<file path="config.mk">
export PLATFORM = sky130hd
export DESIGN_NAME = adcs_sequencer
export DESIGN_NICKNAME = d
export VERILOG_FILES = /design/src/adcs_pkg.sv /design/src/adcs_tick_if.sv /design/src/adcs_clk_div.sv /design/src/adcs_sequencer.sv
export SDC_FILE = /design/constraint.sdc
export NUM_CORES = 1
export LEC_CHECK = 0
export ABC_CLOCK_PERIOD_IN_PS = 8600
export BUFFER_PORTS_ARGS = -buffer_cell sky130_fd_sc_hd__buf_2
export CAP_MARGIN = 10
export CORE_MARGIN = 5
export CORE_UTILIZATION = 50
export CTS_BUF_LIST = sky130_fd_sc_hd__clkbuf_8
export CTS_CLUSTER_DIAMETER = 100
export DETAILED_ROUTE_END_ITERATION = 10
export PLACE_DENSITY = 0.7
export SYNTH_ARGS = -nofsm -noshare
export SYNTH_HDL_FRONTEND = slang
export SYNTH_SLANG_ARGS = --single-unit
</file>
<file path="constraint.sdc">
create_clock -name clk -period 8.6 [get_ports clk]
set_clock_uncertainty 0.2 [all_clocks]
set_input_delay 1.72 -clock clk [delete_from_list [all_inputs] [get_ports clk]]
set_output_delay 1.72 -clock clk [all_outputs]
set_load 0.1 [all_outputs]
</file>
<file path="src/adcs_pkg.sv">
// adcs_pkg: constants, register map and types of the conversion sequencer
package adcs_pkg;

  // ----------------------------------------------------------------
  // register map (byte offsets on the plain register port)
  // ----------------------------------------------------------------
  localparam logic [2:0] ADCS_OFF_CONTROL_0 = 3'h0;
  localparam logic [2:0] ADCS_OFF_CONTROL_1 = 3'h1;
  localparam logic [2:0] ADCS_OFF_RESULT_HI = 3'h2;
  localparam logic [2:0] ADCS_OFF_RESULT_LO = 3'h3;
  localparam logic [2:0] ADCS_OFF_IRQ       = 3'h4;

  // ----------------------------------------------------------------
  // field positions
  // ----------------------------------------------------------------
  localparam int ADCS_BIT_START   = 7;  // control_0: start request
  localparam int ADCS_BIT_BUSY    = 6;  // control_0: conv_busy_flag
  localparam int ADCS_BIT_POWER   = 5;  // control_0: adc_power_enable
  localparam int ADCS_BIT_RANGE   = 7;  // control_1: period out of range
  localparam int ADCS_BIT_IRQ_FLG = 0;  // irq: request flag, write 1 clears
  localparam int ADCS_BIT_IRQ_EN  = 1;  // irq: enable

  // ----------------------------------------------------------------
  // reset values
  // ----------------------------------------------------------------
  localparam logic [2:0]  ADCS_RST_DIV_SEL = 3'h0;
  localparam logic [11:0] ADCS_RST_RESULT  = 12'h000;
  localparam logic [11:0] ADCS_SAR_MSB     = 12'h800;
  localparam logic [11:0] ADCS_FULL_SCALE  = 12'hFFF;

  // ----------------------------------------------------------------
  // timing: conversion clock periods
  // ----------------------------------------------------------------
  localparam int ADCS_SYS_PERIOD_NS = 20;
  localparam int ADCS_CONV_PER_MIN_NS = 500;
  localparam int ADCS_CONV_PER_MAX_NS = 10000;
  // least period rounds up, longest rounds down
  localparam int ADCS_CONV_MIN_CYC =
    (ADCS_CONV_PER_MIN_NS + ADCS_SYS_PERIOD_NS - 1) / ADCS_SYS_PERIOD_NS;
  localparam int ADCS_CONV_MAX_CYC =
    ADCS_CONV_PER_MAX_NS / ADCS_SYS_PERIOD_NS;
  localparam logic [1:0] ADCS_SAMPLE_LAST = 2'h3;  // 4 sampling ticks
  localparam logic [3:0] ADCS_TOTAL_LAST  = 4'hF;  // 16 ticks in all

  // ----------------------------------------------------------------
  // sequencer states
  // ----------------------------------------------------------------
  typedef enum logic [1:0] {
    ADCS_IDLE    = 2'b00,
    ADCS_SAMPLE  = 2'b01,
    ADCS_CONVERT = 2'b10
  } adcs_state_t;

endpackage

</file>
<file path="src/adcs_tick_if.sv">
// adcs_tick_if: carries divider control and the conversion clock tick
`timescale 1ns/1ns
`default_nettype none
interface adcs_tick_if;
  logic       run;      // divider counts while high, held at zero otherwise
  logic [2:0] div_sel;  // conv_clock_div_select
  logic       tick;     // one-cycle pulse per conversion clock period

  modport ctrl (output run, output div_sel, input tick);
  modport gen  (input run, input div_sel, output tick);
endinterface
`default_nettype wire

</file>
<file path="src/adcs_clk_div.sv">
// adcs_clk_div: divides the system clock into conversion clock ticks
`timescale 1ns/1ns
`default_nettype none
module adcs_clk_div
  import adcs_pkg::*;
(
  // clock and reset
  input  wire logic  clk,
  input  wire logic  rst,
  // divider link to the sequencer
  adcs_tick_if.gen   tk
);

  // ----------------------------------------------------------------
  // divide counter
  // ----------------------------------------------------------------
  logic [6:0] cnt;        // cycles since the last tick
  logic [6:0] next_cnt;   // next counter value
  logic [6:0] limit;      // terminal count, ratio minus one

  // ratio is a power of two: 1, 2, 4 ... 128 for codes 0 to 7
  assign limit   = 7'((8'h01 << tk.div_sel) - 8'h01);
  assign tk.tick = tk.run && (cnt == limit);

  // next count: held at zero when idle so every conversion starts aligned
  always_comb
  begin
    if (!tk.run || tk.tick)
      next_cnt = 7'h00;
    else
      next_cnt = cnt + 7'h01;
  end

  // register the counter
  always_ff @(posedge clk or posedge rst)
  begin
    if (rst)
      cnt <= 7'h00;
    else
      cnt <= next_cnt;
  end

  // ----------------------------------------------------------------
  // checks
  // ----------------------------------------------------------------
  logic       seen_tick;  // a tick occurred during this run
  logic [7:0] gap;        // cycles since the previous tick

  always_ff @(posedge clk or posedge rst)
  begin
    if (rst)
    begin
      seen_tick <= 1'b0;
      gap       <= 8'h00;
    end
    else
    begin
      seen_tick <= tk.run && (seen_tick || tk.tick);
      gap       <= tk.tick ? 8'h00 : gap + 8'h01;
    end
  end

  chk_tick_spacing: assert property (
    @(posedge clk) disable iff (rst)
    (tk.tick && seen_tick && $stable(tk.div_sel))
      |-> (gap == ((8'h01 << tk.div_sel) - 8'h01)))
    else $error("conversion tick spacing differs from divide ratio");

endmodule
`default_nettype wire

</file>
<file path="src/adcs_sequencer.sv">
// adcs_sequencer: control and sequencing of the 12-bit converter
//
// Functional notes
// - start on a low-high-low start bit pulse
// - busy flag set once conversion starts
// - busy flag cleared when conversion completes
// - completion sets request flag, interrupt if enabled
// - three-bit select divides clock by 1 to 128
// - converter unpowered while power enable low
// - four sampling then twelve conversion clocks
// - twelve-bit result, full scale FFF
// - result readable from high and low registers
//
// Added by the designer: strobed register access and the placing of the registers.
`timescale 1ns/1ns
`default_nettype none
module adcs_sequencer
  import adcs_pkg::*;
(
  // clock and reset
  input  wire logic        clk,
  input  wire logic        rst,
  // register port
  input  wire logic [2:0]  addr,
  input  wire logic [7:0]  wdata,
  input  wire logic        wr,
  input  wire logic        rd,
  output logic      [7:0]  rdata,
  // analog core
  input  wire logic        comp_in,     // comparator: input at or above trial
  output logic             adc_power,   // powers the analog core
  output logic             sample_en,   // sample switch closed
  output logic      [11:0] dac_code,    // trial code for the comparator
  // interrupt request
  output logic             irq
);

  // ----------------------------------------------------------------
  // registers and state
  // ----------------------------------------------------------------
  adcs_state_t state;           // sequencer state
  adcs_state_t next_state;
  logic        start_bit;       // stored start request bit
  logic        power_en;        // adc_power_enable
  logic [2:0]  div_sel;         // conv_clock_div_select
  logic [11:0] result;          // last completed result
  logic        irq_flag;        // sticky completion flag
  logic        irq_en;          // interrupt enable
  logic [1:0]  sample_cnt;      // sampling ticks seen
  logic [11:0] trial;           // successive approximation trial code
  logic [11:0] mask;            // bit under test, one-hot
  logic [7:0]  next_rdata;
  logic        next_start_bit;
  logic        next_power_en;
  logic [2:0]  next_div_sel;
  logic [11:0] next_result;
  logic        next_irq_flag;
  logic        next_irq_en;
  logic [1:0]  next_sample_cnt;
  logic [11:0] next_trial;
  logic [11:0] next_mask;
  logic        comp_s1;         // comparator synchroniser stages
  logic        comp_s2;

  // decoded strobes
  logic        wr_ctl0;         // write to control_0
  logic        start_pulse;     // accepted start request
  logic        done;            // last conversion tick
  logic        busy;            // conv_busy_flag
  logic        range_bad;       // divided period outside 0.5 to 10 us
  logic [11:0] decided;         // trial after the current bit decision

  adcs_tick_if tk ();

  // ----------------------------------------------------------------
  // conversion clock divider
  // ----------------------------------------------------------------
  assign tk.run     = (state != ADCS_IDLE);
  assign tk.div_sel = div_sel;

  adcs_clk_div u_div (
    .clk (clk),
    .rst (rst),
    .tk  (tk)
  );

  // ----------------------------------------------------------------
  // comparator synchroniser: the analog core is asynchronous
  // ----------------------------------------------------------------
  always_ff @(posedge clk or posedge rst)
  begin
    if (rst)
    begin
      comp_s1 <= 1'b0;
      comp_s2 <= 1'b0;
    end
    else
    begin
      comp_s1 <= comp_in;
      comp_s2 <= comp_s1;
    end
  end

  // ----------------------------------------------------------------
  // control decode
  // ----------------------------------------------------------------
  assign wr_ctl0 = wr && (addr == ADCS_OFF_CONTROL_0);
  // falling edge of a start bit previously written high; ignored when
  // unpowered or already busy, since the core cannot take it then; the
  // same write must keep power on, or the run would abort a cycle later
  assign start_pulse = wr_ctl0 && start_bit && !wdata[ADCS_BIT_START]
                       && wdata[ADCS_BIT_POWER] && power_en
                       && (state == ADCS_IDLE);
  assign busy      = (state != ADCS_IDLE);
  assign done      = (state == ADCS_CONVERT) && tk.tick && mask[0];
  assign decided   = comp_s2 ? trial : (trial & ~mask);
  assign range_bad = ((9'h001 << div_sel) < 9'(ADCS_CONV_MIN_CYC)) ||
                     ((9'h001 << div_sel) > 9'(ADCS_CONV_MAX_CYC));

  // ----------------------------------------------------------------
  // sequencer: sample, then approximate one bit per tick
  // ----------------------------------------------------------------
  always_comb
  begin
    next_state      = state;
    next_sample_cnt = sample_cnt;
    next_trial      = trial;
    next_mask       = mask;
    next_result     = result;
    unique case (state)
      ADCS_IDLE:
      begin
        if (start_pulse)
        begin
          next_state      = ADCS_SAMPLE;
          next_sample_cnt = 2'h0;
        end
      end
      ADCS_SAMPLE:
      begin
        if (tk.tick)
        begin
          next_sample_cnt = sample_cnt + 2'h1;
          if (sample_cnt == ADCS_SAMPLE_LAST)
          begin
            next_state = ADCS_CONVERT;
            next_trial = ADCS_SAR_MSB;
            next_mask  = ADCS_SAR_MSB;
          end
        end
      end
      ADCS_CONVERT:
      begin
        if (tk.tick)
        begin
          // keep the bit if the input sits at or above the trial level
          next_trial = decided | (mask >> 1);
          next_mask  = mask >> 1;
          if (mask[0])
          begin
            next_result = decided;
            next_state  = ADCS_IDLE;
          end
        end
      end
      default:
      begin
        next_state = ADCS_IDLE;
      end
    endcase
    // dropping power aborts any conversion in flight
    if (!power_en)
      next_state = ADCS_IDLE;
  end

  // ----------------------------------------------------------------
  // register file: next values
  // ----------------------------------------------------------------
  always_comb
  begin
    next_start_bit = start_bit;
    next_power_en  = power_en;
    next_div_sel   = div_sel;
    next_irq_en    = irq_en;
    next_irq_flag  = irq_flag;
    if (wr_ctl0)
    begin
      next_start_bit = wdata[ADCS_BIT_START];
      next_power_en  = wdata[ADCS_BIT_POWER];
    end
    if (wr && (addr == ADCS_OFF_CONTROL_1))
      next_div_sel = wdata[2:0];
    if (wr && (addr == ADCS_OFF_IRQ))
    begin
      next_irq_en = wdata[ADCS_BIT_IRQ_EN];
      if (wdata[ADCS_BIT_IRQ_FLG])
        next_irq_flag = 1'b0;
    end
    // completion after the clear so an event in the same cycle survives
    if (done)
      next_irq_flag = 1'b1;
    // read data for the cycle after the strobe
    next_rdata = 8'h00;
    if (rd)
    begin
      unique case (addr)
        ADCS_OFF_CONTROL_0:
          next_rdata = {start_bit, busy, power_en, 5'h00};
        ADCS_OFF_CONTROL_1:
          next_rdata = {range_bad, 4'h0, div_sel};
        ADCS_OFF_RESULT_HI:
          next_rdata = {4'h0, result[11:8]};
        ADCS_OFF_RESULT_LO:
          next_rdata = result[7:0];
        ADCS_OFF_IRQ:
          next_rdata = {6'h00, irq_en, irq_flag};
        default:
          next_rdata = 8'h00;
      endcase
    end
  end

  // ----------------------------------------------------------------
  // register all state
  // ----------------------------------------------------------------
  always_ff @(posedge clk or posedge rst)
  begin
    if (rst)
    begin
      state      <= ADCS_IDLE;
      start_bit  <= 1'b0;
      power_en   <= 1'b0;
      div_sel    <= ADCS_RST_DIV_SEL;
      result     <= ADCS_RST_RESULT;
      irq_flag   <= 1'b0;
      irq_en     <= 1'b0;
      sample_cnt <= 2'h0;
      trial      <= ADCS_RST_RESULT;
      mask       <= ADCS_RST_RESULT;
      rdata      <= 8'h00;
    end
    else
    begin
      state      <= next_state;
      start_bit  <= next_start_bit;
      power_en   <= next_power_en;
      div_sel    <= next_div_sel;
      result     <= next_result;
      irq_flag   <= next_irq_flag;
      irq_en     <= next_irq_en;
      sample_cnt <= next_sample_cnt;
      trial      <= next_trial;
      mask       <= next_mask;
      rdata      <= next_rdata;
    end
  end

  // ----------------------------------------------------------------
  // outputs to the analog core and interrupt controller
  // ----------------------------------------------------------------
  // note: the comparator is read through two flops, so a divide of 1 or 2
  // decides each bit on an earlier trial's answer; such periods are too short anyway
  assign adc_power = power_en;
  assign sample_en = (state == ADCS_SAMPLE);
  assign dac_code  = trial;
  assign irq       = irq_flag && irq_en;

  // ----------------------------------------------------------------
  // checks
  // ----------------------------------------------------------------
  logic [3:0] tick_cnt;   // conversion ticks since start

  always_ff @(posedge clk or posedge rst)
  begin
    if (rst)
      tick_cnt <= 4'h0;
    else if (start_pulse)
      tick_cnt <= 4'h0;
    else if (busy && tk.tick)
      tick_cnt <= tick_cnt + 4'h1;
  end

  chk_start_sets_busy: assert property (
    @(posedge clk) disable iff (rst)
    start_pulse |=> busy && sample_en)
    else $error("busy not set after start request");

  chk_busy_clears: assert property (
    @(posedge clk) disable iff (rst)
    done |=> !busy)
    else $error("busy did not clear after completion");

  chk_flag_on_done: assert property (
    @(posedge clk) disable iff (rst)
    done |=> irq_flag ##0 (irq == irq_en))
    else $error("completion flag or interrupt missing");

  chk_sixteen_ticks: assert property (
    @(posedge clk) disable iff (rst)
    done |-> (tick_cnt == ADCS_TOTAL_LAST))
    else $error("conversion did not take sixteen clocks");

  chk_sample_phase: assert property (
    @(posedge clk) disable iff (rst)
    (sample_en && tk.tick && sample_cnt == ADCS_SAMPLE_LAST && power_en)
      |=> (state == ADCS_CONVERT) && (dac_code == ADCS_SAR_MSB))
    else $error("sampling phase length wrong");

  chk_power_gate: assert property (
    @(posedge clk) disable iff (rst)
    !adc_power |=> !busy)
    else $error("conversion running while unpowered");

  chk_result_fresh: assert property (
    @(posedge clk) disable iff (rst)
    done |=> (result == $past(decided)))
    else $error("result not stored with busy clear");

  chk_read_result: assert property (
    @(posedge clk) disable iff (rst)
    (rd && addr == ADCS_OFF_RESULT_LO) |=> (rdata == $past(result[7:0])))
    else $error("low result read back wrong");

  chk_idle_no_start: assert property (
    @(posedge clk) disable iff (rst)
    (!busy && !start_pulse) |=> !busy)
    else $error("conversion began without a start pulse");

endmodule
`default_nettype wire

</file>
# After elaboration in Yosys (flattened, before gate mapping)
# Index checks and enable logic that the tools add are counted.
word_totals:
  register_bits: 64
  inputBits: 16
  out_inout_bits: 23
  word_cells: 92
classes:
  n_addsub: 3
  order_cmp: 2
  n_eq_ne: 17
  n_shift: 2
  n_mux: 23
  bitwise: 3
  n_reduce_logical: 28
ops:
  columns: ["op", "count"]
  rows:
  - ["12-bit 2-to-1 mux", 5]
  - ["12-bit one-hot mux with 2 select lines", 2]
  - ["8-bit one-hot mux with 5 select lines", 1]
  - ["2-bit 2-to-1 mux", 8]
  - ["12-bit bitwise AND", 1]
  - ["1-bit logical AND", 12]
  - ["12-bit NOT", 1]
  - ["12-bit by 11-bit bitwise OR with 12-bit output", 1]
  - ["2-bit nonzero test", 5]
  - ["9-bit greater-than comparator, second input constant", 1]
  - ["9-bit by 5-bit less-than comparator with 1-bit output, second input constant", 1]
  - ["3-bit inequality test, second input constant", 3]
  - ["1-bit by 3-bit left shift with 9-bit output, first input constant", 1]
  - ["8-bit 2-to-1 mux", 1]
  - ["7-bit by 1-bit adder with 7-bit output, second input constant", 1]
  - ["7-bit equality test", 1]
  - ["7-bit 2-to-1 mux", 1]
  - ["1-bit by 3-bit left shift with 7-bit output, first input constant", 1]
  - ["7-bit by 1-bit subtractor with 7-bit output, second input constant", 1]
  - ["3-bit by 2-bit equality test with 1-bit output, second input constant", 2]
  - ["3-bit by 2-bit inequality test with 1-bit output, second input constant", 2]
  - ["2-bit one-hot mux with 3 select lines", 1]
  - ["3-bit AND reduction", 2]
  - ["5-bit AND reduction", 1]
  - ["other kinds (15)", 22]

# Depth between registers and ports, before layout
depth:
  depth_word: 10
  ltp_mapped: 12
  depth_no_buf: 8

# Hierarchy
# From an unflattened synthesis, not the netlist that was laid out.
hier_totals:
  hier_cells: 282
  area_unflattened_um2: 2994.1
modules_own_cells:
  columns: ["mod", "n_inst", "cells_per_inst", "area_per_inst_um2", "seq_area_each_um2"]
  rows:
  - ["adcs_sequencer", 1, 228, 2493.6, 1426.4]
  - ["adcs_clk_div", 1, 54, 500.5, 175.2]

# Worst setup path after synthesis
# OpenSTA, ideal clock, no wires.
synth_timing:
  path_kind: "reg2out"
  startpoint: "register state[0]"
  endpoint: "output sample_en"
  arrival_ns: 1.789
  required_time_ns: 6.680
  slack_ns: 4.891
  stages_incl_launch_ff: 2
  n_path_buf: 0
  path_cell_list: "dfrtp_1 nor2b_1"
synth_via:
  elab_chain_len: 1
synth_lines:
  columns: ["element", "line", "rtl"]
  rows:
  - ["start, declared", "adcs_sequencer.sv:41", "adcs_state_t state;"]
  - ["start signal, assigned", "adcs_sequencer.sv:244", "state <= next_state;"]
  - ["2-bit by 1-bit equality test with 1-bit output", "adcs_sequencer.sv:264", "assign sample_en = (state == ADCS_SAMPLE);"]
  - ["end, declared", "adcs_sequencer.sv:32", "output logic sample_en,"]
# Every way passes these cells.

# Worst setup path in the final report
layout_timing:
  startpoint: "register div_sel[1]"
  endpoint: "register result[2]"
layout_via:
  elab_chain_len: 5
layout_lines:
  columns: ["element", "line", "rtl"]
  rows:
  - ["start, declared", "adcs_sequencer.sv:45", "logic [2:0] div_sel;"]
  - ["start signal, assigned", "adcs_sequencer.sv:247", "div_sel <= next_div_sel;"]
  - ["1-bit by 3-bit left shift with 7-bit output", "adcs_clk_div.sv:22", "assign limit = 7'((8'h01 << tk.div_sel) - 8'h01);"]
  - ["7-bit by 1-bit subtractor with 7-bit output", "adcs_clk_div.sv:22", null]
  - ["7-bit equality test", "adcs_clk_div.sv:23", "assign tk.tick = tk.run && (cnt == limit);"]
  - ["1-bit logical AND", "adcs_clk_div.sv:23", null]
  - ["3-bit AND reduction (no source line)", null, null]
  - ["end signal, assigned", "adcs_sequencer.sv:248", "result <= next_result;"]
  - ["end, declared", "adcs_sequencer.sv:46", "logic [11:0] result;"]
# Every way passes these cells.
# A chain may end at the register's enable or synchronous reset.

==> impl_metrics.ini <==
[outcome]
status = completed

[detailed_routing]
first_pass_iters = 4
wirelength_um = 7371
vias = 2490
avgRoutedWirePerCell_um = 17.22
first_iter_violations = 175
drc = 0
post_drt_via_cell_ratio = 5.818
drtAntennaViolNets = 0

[place]
gp_congestion = 0.8108
hpwl_um = 4839
place_ws_ns = 4.928
numPortBuffers = 35

[setup_path]
critical_path_class = flop to flop
slowest_stage = o31a_1
crit_path_end_kind = flop
slowest_delay_ns = 0.71
cp_cell_sequence = or3_1 -> ha_1 -> or4_4 -> a21oi_2 -> o31a_1 -> mux2i_1
cp-start-kind = flop
path_delay_family = compound AO/OA/AOI/OAI gates
cp_max_fo = 19
cp_num_buf_inv = 0
cp.required_ns = 8.66
arrival_ns = 3.78

[layout]
antenna-diode-count = 0
fin_util = 0.5605
drive_gt1_frac = 0.2098
nNetsFinal = 362
area_growth_pct = 11.26

[timing]
relSlewSlack = 0.4314
setup_tns_ns = 0
whs_ns = 0.1497
setup_violations = 0
clock.fmax_ghz = 0.2694
min_period_over_period = 0.4315
period_needed_ns = 3.711
finalWorstSetupSlack_ns = 4.889
slew_violations = 0
rsz0062_at_grt = false
tightest_slew_ns = 0.8528
finalHoldViolCount = 0

[worst_hold_path]
hp-class = flop to flop

[cts]
htree_levels = 3
cts_tree = done
insertion_delay_ns = 0.35
ctsRootBufferMaster = clkbuf_8
cts_resized = 0
post_cts_buffers = 0
clock_path_buffers = 2
cts.sinks = 64
clk_pin_slew_ns = 0.07
hold_buffers = 0
cts_buffers = 9

[flow_run]
drv_cap = 0

[power_and_ir_drop]
p_leak_nw = 1.718
power_mw = 0.7113
p_per_area_mw_per_mm2 = 190.0
ir_worst_vdd_mv = 0.08981

[logic_synthesis]
synth-warning-count = 0
post_synth_inst_count = 315
syn_nets = 334
yosysSeqAreaShare = 0.4758
ys_ff_latch = 64
synth.distinct_cells = 56
synth-edff-count = 0
async_flop_share = 1.000
synth_flop_cell = dfrtp_1
syn_area_mm2 = 0.003366
avgSynthCellArea_um2 = 10.68

[grt]
grt_pass1_wl_um = 12590
grt_max_degree = 65
antenna_found_initial = 0
first_global_vias = 2525
grt-ovfl-total = 0
track_usage = 0.1892

[floorplanning]
die_w_um = 92.05
coreArea_mm2 = 0.006681
die_y_um = 92.05
start_util = 0.5037
die_area_mm2 = 0.008472
rows = 30
ios = 39
final timing paths:
check / endpoint / cells after the start / slack, ns / startpoint
worst max-delay path: result[2] / 6 / 4.89 / div_sel[1]
worst min-delay path: comp_s2 / 0 / 0.15 / comp_s1
worst max register to register: result[2] / 6 / 4.89 / div_sel[1]
worst min register to register: comp_s2 / 0 / 0.15 / comp_s1
max in group asynchronous: state[1] / 3 / 6.28 / rst
min in group asynchronous: result[4] / 3 / 1.40 / rst
final cells by class:
class | instances | area, um2
clock buffers | 12 | 165.2
multi-input cells | 200 | 1509
fillers | 604 | 2937
repair buffers | 40 | 212.7
clock inverters | 4 | 51.30
well taps | 80 | 100.1
flip-flops and latches | 64 | 1602
inverters | 28 | 105.1
per-layer routing:
| metal | vias to the layer above | share of wire | track usage |
|---|---|---|---|
| met5 | - | 0 | 0 |
| met4 | 0 | 0.030 | 0.1077 |
| met3 | 19 | 0.044 | 0.04020 |
| met2 | 60 | 0.46 | 0.2725 |
| met1 | 1197 | 0.47 | 0.2630 |
| li1 | 1214 | - | - |
worst reg2reg max path: cells and delay by family (launching register included):
kind                       cells  cell delay, ns
and+or+nand+nor                2            0.88
AOI/OAI and AO/OA              2            1.40
adders and majority gates      1            0.32
DFF                            1            0.56
muxes                          1            0.28
metrics by stage:
| stage | cells | area (um2) |
|---|---|---|
| 2_1_floorplan | 315 | 3366 |
| 3_3_place_gp | 412 | 3528 |
| 3_5_place_dp | 412 | 3528 |
| 4_1_cts | 428 | 3745 |
| 5_1_grt | 428 | 3745 |
| 6_report | 428 | 3745 |
cells in the mapped netlist, types with 5 or more instances:
library cell / number / area [um2]
a21o_1: 9 / 67.56
a21oi_1: 9 / 45.04
a22o_1: 23 / 201.4
buf_2: 8 / 40.04
clkbuf_1: 7 / 26.28
dfrtp_1: 64 / 1602
inv_1: 28 / 105.1
mux2i_1: 18 / 180.2
nand2_1: 11 / 41.29
nand3_1: 11 / 55.05
nor2_1: 12 / 45.04
nor3_1: 10 / 50.05
o21ai_0: 18 / 90.09
o311ai_0: 10 / 87.58
xor2_1: 5 / 43.79
registers in the layout (all words and copies together), names as in the netlist:
name and cells:
mask 12, u_div.cnt 7, sample_cnt 2, adc_power 1, comp_s1 1, result 12, div_sel 3, irq_en 1
state 2, rdata 8, comp_s2 1, dac_code 12, start_bit 1, irq_flag 1
cells in the final DEF (no fill, tap or decap), drive strengths merged, types with 4 or more instances in the layout:
master   count
dfrtp       64
buf         40
inv         28
a22o        23
o21ai       18
mux2i       18
nor2        12
clkbuf      12
nand2       11
nand3       11
nor3        10
o311ai      10
a21oi       10
a21o         9
xor2         5
mux2         5
o31ai        5
a2111oi      5
xnor2        4
and2         4
a31oi        4
where the power goes:
part | switching (mW) | internal [mW] | total [mW]
Clock | 0.117 | 0.157 | 0.275
Sequential | 0.0178 | 0.310 | 0.328
Combinational | 0.0732 | 0.0359 | 0.109
logic make-up after synthesis:
family | share of synthesized area
simple gates | 0.1249
xor+xnor | 0.02342
fa+ha+maj | 0.01115
mux | 0.07137
compound gates | 0.2175
flops | 0.4758
buf+inv | 0.07584
Note: power is estimated with default switching activity, not from simulation.
